===== src/verilog/dcf_map.svh =====
/*
  constants for the dual-clock fifo port control: widths, depth, config count.
  assumes inclusion by bare name from the package and dcf_port_ctrl; dcf_edge does not include it.
*/
`ifndef DCF_MAP_SVH
`define DCF_MAP_SVH
`define DCF_DATA_W     36
`define DCF_CFG_W      8
`define DCF_DEPTH      16
`define DCF_PTR_W      4
`define DCF_CFG_N      4
`define DCF_CFG_IDX_W  2
`define DCF_CFG_RESET  8'h00
`endif


===== src/verilog/dcf_pkg.sv =====
/*
  types shared by the fifo port control modules.
  assumes dcf_map.svh is on the include path.
*/
`include "dcf_map.svh"
package dcf_pkg;
  typedef logic [`DCF_DATA_W-1:0]  dcf_word_type;
  typedef logic [`DCF_PTR_W:0]     dcf_ptr_type;
  typedef logic [`DCF_CFG_W-1:0]   dcf_cfg_type;
endpackage


===== src/verilog/dcf_edge.sv =====
/*
  two-flop synchroniser with rising-edge detect of an outside clock or level.
  assumes one system clock; the first flop feeds only the second.
*/
`timescale 1ns/1ps
module dcf_edge (
  input  wire logic clock,
  input  wire logic rst_n,
  input  wire logic async_in,
  output logic      level_q,
  output logic      rise
);
  logic meta_q;
  logic sync_q;
  logic meta_d;
  logic sync_d;
  logic level_d;

  always_comb begin
    meta_d  = async_in;
    sync_d  = meta_q;
    level_d = sync_q;
  end

  always_ff @(posedge clock or negedge rst_n) begin
    if (!rst_n) begin
      meta_q  <= 1'b0;
      sync_q  <= 1'b0;
      level_q <= 1'b0;
    end else begin
      meta_q  <= meta_d;
      sync_q  <= sync_d;
      level_q <= level_d;
    end
  end

  assign rise = sync_q & ~level_q;
endmodule


===== src/verilog/dcf_port_ctrl.sv =====
/*
  dual-clock fifo port control: write port on wclk, read port on rclk, both
  sampled by the 200 MHz system clock. fifo storage, config registers, flags.
  assumes host pins are asynchronous; levels and data pass three flops, clock edges two, before use.
*/
`timescale 1ns/1ps
`include "dcf_map.svh"
module dcf_port_ctrl (
  input  wire logic                   clock,
  input  wire logic                   nrst,
  input  wire logic                   wclk,
  input  wire logic                   rclk,
  input  wire logic                   write_en_n,
  input  wire logic                   read_en_n,
  input  wire logic                   input_mask_n,
  input  wire logic                   out_drive_n,
  input  wire logic                   load_select_n,
  input  wire logic [`DCF_DATA_W-1:0] data_in,
  output logic      [`DCF_DATA_W-1:0] data_out,
  output logic      [`DCF_DATA_W-1:0] data_out_oe,
  output logic                        empty_flag_n,
  output logic                        full_flag_n
);
  logic rst_n;
  logic rst_meta_q;
  logic rst_sync_q;
  always_ff @(posedge clock or negedge nrst) begin
    if (!nrst) begin
      rst_meta_q <= 1'b0;
      rst_sync_q <= 1'b0;
    end else begin
      rst_meta_q <= 1'b1;
      rst_sync_q <= rst_meta_q;
    end
  end
  assign rst_n = rst_sync_q;

  // clocks and controls: synchronised; data is sampled with the same delay
  logic wclk_rise;
  logic rclk_rise;
  logic wen_n_s;
  logic ren_n_s;
  logic mask_n_s;
  logic oe_n_s;
  logic ld_s;
  dcf_edge u_wclk (.clock(clock), .rst_n(rst_n), .async_in(wclk),
                   .level_q(), .rise(wclk_rise));
  dcf_edge u_rclk (.clock(clock), .rst_n(rst_n), .async_in(rclk),
                   .level_q(), .rise(rclk_rise));
  dcf_edge u_wen  (.clock(clock), .rst_n(rst_n), .async_in(write_en_n),
                   .level_q(wen_n_s), .rise());
  dcf_edge u_ren  (.clock(clock), .rst_n(rst_n), .async_in(read_en_n),
                   .level_q(ren_n_s), .rise());
  dcf_edge u_mask (.clock(clock), .rst_n(rst_n), .async_in(input_mask_n),
                   .level_q(mask_n_s), .rise());
  dcf_edge u_oe   (.clock(clock), .rst_n(rst_n), .async_in(out_drive_n),
                   .level_q(oe_n_s), .rise());
  dcf_edge u_ld   (.clock(clock), .rst_n(rst_n), .async_in(load_select_n),
                   .level_q(ld_s), .rise());

  // data bus: three flops so it lines up with the synchronised write enable and mask levels
  dcf_pkg::dcf_word_type din_m_q;
  dcf_pkg::dcf_word_type din_m_d;
  dcf_pkg::dcf_word_type din_s_q;
  dcf_pkg::dcf_word_type din_s_d;
  dcf_pkg::dcf_word_type din_q;
  dcf_pkg::dcf_word_type din_d;

  always_comb begin
    din_m_d = data_in;
    din_s_d = din_m_q;
    din_d   = din_s_q;
  end

  always_ff @(posedge clock or negedge rst_n) begin
    if (!rst_n) begin
      din_m_q <= 36'h0_0000_0000;
      din_s_q <= 36'h0_0000_0000;
      din_q   <= 36'h0_0000_0000;
    end else begin
      din_m_q <= din_m_d;
      din_s_q <= din_s_d;
      din_q   <= din_d;
    end
  end

  // storage and pointers
  dcf_pkg::dcf_word_type mem_q [`DCF_DEPTH];
  dcf_pkg::dcf_word_type mem_d [`DCF_DEPTH];
  dcf_pkg::dcf_cfg_type  cfg_q [`DCF_CFG_N];
  dcf_pkg::dcf_cfg_type  cfg_d [`DCF_CFG_N];
  dcf_pkg::dcf_ptr_type  wptr_q;
  dcf_pkg::dcf_ptr_type  wptr_d;
  dcf_pkg::dcf_ptr_type  rptr_q;
  dcf_pkg::dcf_ptr_type  rptr_d;
  logic [`DCF_CFG_IDX_W-1:0] cwidx_q;
  logic [`DCF_CFG_IDX_W-1:0] cwidx_d;
  logic [`DCF_CFG_IDX_W-1:0] cridx_q;
  logic [`DCF_CFG_IDX_W-1:0] cridx_d;
  dcf_pkg::dcf_word_type dout_q;
  dcf_pkg::dcf_word_type dout_d;
  logic [`DCF_DATA_W-1:0] oe_q;
  logic [`DCF_DATA_W-1:0] oe_d;
  logic empty_n_q;
  logic empty_n_d;
  logic full_n_q;
  logic full_n_d;

  logic is_full;
  logic is_empty;
  logic wr_ev;
  logic rd_ev;
  assign is_full  = (wptr_q[`DCF_PTR_W] != rptr_q[`DCF_PTR_W]) &&
                    (wptr_q[`DCF_PTR_W-1:0] == rptr_q[`DCF_PTR_W-1:0]);
  assign is_empty = (wptr_q == rptr_q);
  assign wr_ev = wclk_rise && !wen_n_s;
  assign rd_ev = rclk_rise && !ren_n_s;

  // write side: fifo or config, chosen by load select
  always_comb begin
    mem_d   = mem_q;
    cfg_d   = cfg_q;
    wptr_d  = wptr_q;
    cwidx_d = cwidx_q;
    if (wr_ev) begin
      if (ld_s) begin
        if (!is_full) begin
          if (!mask_n_s) begin
            mem_d[wptr_q[`DCF_PTR_W-1:0]] = din_q;
          end
          wptr_d = wptr_q + 5'h01;
        end
      end else begin
        cfg_d[cwidx_q] = din_q[`DCF_CFG_W-1:0];
        cwidx_d        = cwidx_q + 2'h1;
      end
    end
  end

  // read side: a read of an empty fifo leaves pointer and output alone
  always_comb begin
    rptr_d  = rptr_q;
    cridx_d = cridx_q;
    dout_d  = dout_q;
    if (rd_ev) begin
      if (ld_s) begin
        if (!is_empty) begin
          dout_d = mem_q[rptr_q[`DCF_PTR_W-1:0]];
          rptr_d = rptr_q + 5'h01;
        end
      end else begin
        dout_d  = {28'h000_0000, cfg_q[cridx_q]};
        cridx_d = cridx_q + 2'h1;
      end
    end
  end

  // flags follow their own clock's edges and show the state after that edge,
  // so the host never sees room that the edge it just used has taken
  always_comb begin
    empty_n_d = empty_n_q;
    full_n_d  = full_n_q;
    oe_d      = {`DCF_DATA_W{~oe_n_s}};
    if (rclk_rise) begin
      empty_n_d = (wptr_d != rptr_d);
    end
    if (wclk_rise) begin
      full_n_d = (wptr_d[`DCF_PTR_W] == rptr_d[`DCF_PTR_W]) ||
                 (wptr_d[`DCF_PTR_W-1:0] != rptr_d[`DCF_PTR_W-1:0]);
    end
  end

  // write side state
  always_ff @(posedge clock or negedge rst_n) begin
    if (!rst_n) begin
      for (int i = 0; i < `DCF_DEPTH; i++) begin
        mem_q[i] <= 36'h0_0000_0000;
      end
      for (int i = 0; i < `DCF_CFG_N; i++) begin
        cfg_q[i] <= `DCF_CFG_RESET;
      end
      wptr_q  <= 5'h00;
      cwidx_q <= 2'h0;
    end else begin
      mem_q   <= mem_d;
      cfg_q   <= cfg_d;
      wptr_q  <= wptr_d;
      cwidx_q <= cwidx_d;
    end
  end

  // read side state
  always_ff @(posedge clock or negedge rst_n) begin
    if (!rst_n) begin
      rptr_q  <= 5'h00;
      cridx_q <= 2'h0;
      dout_q  <= 36'h0_0000_0000;
    end else begin
      rptr_q  <= rptr_d;
      cridx_q <= cridx_d;
      dout_q  <= dout_d;
    end
  end

  // flag state kept active low, drive state active high, so the pins come straight off flops
  always_ff @(posedge clock or negedge rst_n) begin
    if (!rst_n) begin
      oe_q      <= 36'h0_0000_0000;
      empty_n_q <= 1'b0;
      full_n_q  <= 1'b1;
    end else begin
      oe_q      <= oe_d;
      empty_n_q <= empty_n_d;
      full_n_q  <= full_n_d;
    end
  end

  assign data_out     = dout_q;
  assign data_out_oe  = oe_q;
  assign empty_flag_n = empty_n_q;
  assign full_flag_n  = full_n_q;
endmodule


===== config.mk =====
export PLATFORM = sky130hd
export DESIGN_NAME = dcf_port_ctrl
export DESIGN_NICKNAME = d
export VERILOG_FILES = /design/src/verilog/dcf_pkg.sv /design/src/verilog/dcf_edge.sv /design/src/verilog/dcf_port_ctrl.sv
export VERILOG_INCLUDE_DIRS = /design/src /design/src/verilog
export SDC_FILE = /design/constraint.sdc
export NUM_CORES = 1
export LEC_CHECK = 0
export BUFFER_PORTS_ARGS = -buffer_cell sky130_fd_sc_hd__buf_4
export CORE_ASPECT_RATIO = 1.25
export CORE_MARGIN = 1
export CORE_UTILIZATION = 37
export CTS_CLUSTER_SIZE = 28
export DETAILED_ROUTE_END_ITERATION = 7
export PLACE_DENSITY = 0.63
export SLEW_MARGIN = 20
export SYNTH_ARGS = -nofsm -noshare
export SYNTH_HDL_FRONTEND = slang
export SYNTH_HIERARCHICAL = 1
export SYNTH_SLANG_ARGS = --single-unit

===== constraint.sdc =====
create_clock -name clock -period 47.6 [get_ports clock]
set_input_delay 4.76 -clock clock [delete_from_list [all_inputs] [get_ports clock]]
set_output_delay 4.76 -clock clock [all_outputs]
set_load 0.05 [all_outputs]

==> impl_metrics.env <==
export IMPL_htree_levels=3
export IMPL_dr_wl_met3_um=3230
export IMPL_grt_max_degree=99
export IMPL_path_depth=1
export IMPL_post_route_period_util_pct=13.4
export IMPL_met2_wirelength_um=40600
export IMPL_grt_pass1_wl_um=125000
export IMPL_antenna_found_initial=0
export IMPL_path_clk_slew_ns=0.06
export IMPL_switchingPower_w=0.000592
export IMPL_num_vias=18400
export IMPL_hp_class="reg2reg"
export IMPL_vdd_drop_max_mv=0.0435
export IMPL_layout_commonest_cell="dfrtp_1"
export IMPL_place_inst=3286
export IMPL_fin_nets=2219
export IMPL_syn_nets=2193
export IMPL_hp_start="u_ld/meta_q"
export IMPL_top_layer="met4"
export IMPL_cts_tree="built"
export IMPL_grt_pass1_vias=20400
export IMPL_layout_drive_gt1_share_pct=46.0
export IMPL_final_setup_tns_ns=0
export IMPL_final_cell_mix="dfrtp_1, mux2_2, mux2_4"
export IMPL_clock_sinks=792
export IMPL_cpLargestDelayFamily="flip-flops"
export IMPL_fmaxAchievable_mhz=156
export IMPL_finalCriticalPeriod_ns=6.40
export IMPL_wl_per_cell_um=23.3
export IMPL_crit_fanout=36
export IMPL_grt_overflow_total=0
export IMPL_hold_depth=0
export IMPL_fillers=8279
export IMPL_via_per_inst=5.35
export IMPL_hold_end="u_ld/level_d"
export IMPL_coreArea_um2=92900
export IMPL_tightest_slew_ns=1.12
export IMPL_fin_util_pct=41.9
export IMPL_crit_path_end_kind="output pin"
export IMPL_final_cell_count_no_fill=3437
export IMPL_cts_buffers=83
export IMPL_power_total_w=0.00195
export IMPL_n_antenna_cell=0
export IMPL_r2r_cells=7
export IMPL_grt_usage_pct=17.3
export IMPL_post_cts_setup_buffer_count=0
export IMPL_routed_wl_um=80100
export IMPL_crit_chain="buf_4"
export IMPL_arrival_ns=1.64
export IMPL_leakagePower_nw=19.2
export IMPL_yosysWarnings=6
export IMPL_syn_area_um2=34700
export IMPL_r2r_end="data_out[18]"
export IMPL_cp_start_kind="flop"
export IMPL_path_buf_inv=1
export IMPL_worstSkewPairLatency_ns=0.66
export IMPL_finalHoldViolCount=0
export IMPL_ios=119
export IMPL_combPwrFrac_pct=23.9
export IMPL_fp_dieW_um=276
export IMPL_critPathSlowestCell="dfrtp_2"
export IMPL_slew_limit_headroom_pct=25.5
export IMPL_switching_share_pct=30.3
export IMPL_drtPass1Iterations=5
export IMPL_route_detailed_drc=0
export IMPL_cap_violations=0
export IMPL_die_h_um=344
export IMPL_p_int_w=0.00136
export IMPL_crit_required_ns=42.84
export IMPL_max_stage_delay_ns=0.69
export IMPL_outcome="finished clean"
export IMPL_powerDensity_nw_per_um2=50.2
export IMPL_rows=125
export IMPL_postCtsHoldBufs=0
export IMPL_rsz0062_at_grt="no"
export IMPL_drtIter0Drc=1015
export IMPL_drv_slew=0
export IMPL_dieArea_um2=94900
export IMPL_portBuffers=118
export IMPL_pwr_share_clk_pct=33.5
export IMPL_synth_avg_cell_area_um2=16.2
export IMPL_postRouteAntennaNets=0
export IMPL_setup_viol=0
export IMPL_initial_core_util_pct=37.3
export IMPL_criticalPathCategory="reg2out"
export IMPL_r2r_start="rptr_q[0]"
export IMPL_seq_power_share_pct=42.6
export IMPL_wl_met1_um=33900
export IMPL_skew_ns=0.0259
export IMPL_clock_path_buffers=3
export IMPL_gp_congestion=0.747
export IMPL_synth_cells=2139
export IMPL_syn_to_final_growth_pct=12.2
export IMPL_place_hpwl_um=44200
export IMPL_r2r_slack_ns=43.32
export IMPL_cts_resized=0
export IMPL_cts_root_buf="clkbuf_16"
-- cell type report --
class	instances	area, µm²	share of cell area [%]
clock buffers	126	2480	6.37
inverters	8	30.0	0.0772
clock inverters	25	288	0.740
repair buffers	149	1140	2.94
multi-input cells	1131	13600	35.0
well taps	1206	1510	3.88
flip-flops and latches	792	19800	51.0
-- metal layers --
metal	vias to the layer above	GRT usage [%]
met3	160	2.67
met1	9947	22.1
met4	0	6.16
li1	7862	-
met5	-	0
met2	422	29.6
-- power by group through the flow --
| stage | clock network, W | registers, W | logic [W] |
|---|---|---|---|
| final | 0.000655 | 0.000832 | 0.000467 |
| after global routing | 0.000703 | 0.000845 | 0.000499 |
| after CTS | 0.000676 | 0.000833 | 0.000475 |
| after detailed placement | 0 | 0.000844 | 0.000474 |
| after global placement | 0 | 0.000836 | 0.000466 |
| after floorplan | 0 | 0.000867 | 0.000322 |
-- registers in the layout, indices dropped and copies added (netlist names), 2 cells and up --
register / count
din_m_q: 36
din_d: 36
cridx_q: 2
din_q: 36
wptr_q: 5
cwidx_q: 2
rptr_q: 5
cfg_q: 32
mem_q: 576
data_out: 36
-- worst max-delay path by stage --
stage / start / to / slack [ns]
2_1_floorplan: rst_n / cfg_q[0] / 23.89
3_3_place_gp: data_out_oe[0] / data_out_oe[18] / 41.61
3_5_place_dp: data_out_oe[0] / data_out_oe[24] / 41.53
4_1_cts: data_out_oe[0] / data_out_oe[24] / 40.81
5_1_grt: data_out_oe[0] / data_out_oe[11] / 41.03
6_report: data_out_oe[0] / data_out_oe[11] / 41.20
-- stage by stage --
step                area (µm²)  hold slack, ns  setup slack [ns]
floorplan                34700           0.331             23.89
global placement         36100           0.335             41.61
detailed placement       36100           0.335             41.53
CTS                      38900           0.344             40.81
global route             38900           0.356             41.03
finish                   38900           0.345             41.20
Note: power is estimated with default switching activity, not from simulation.
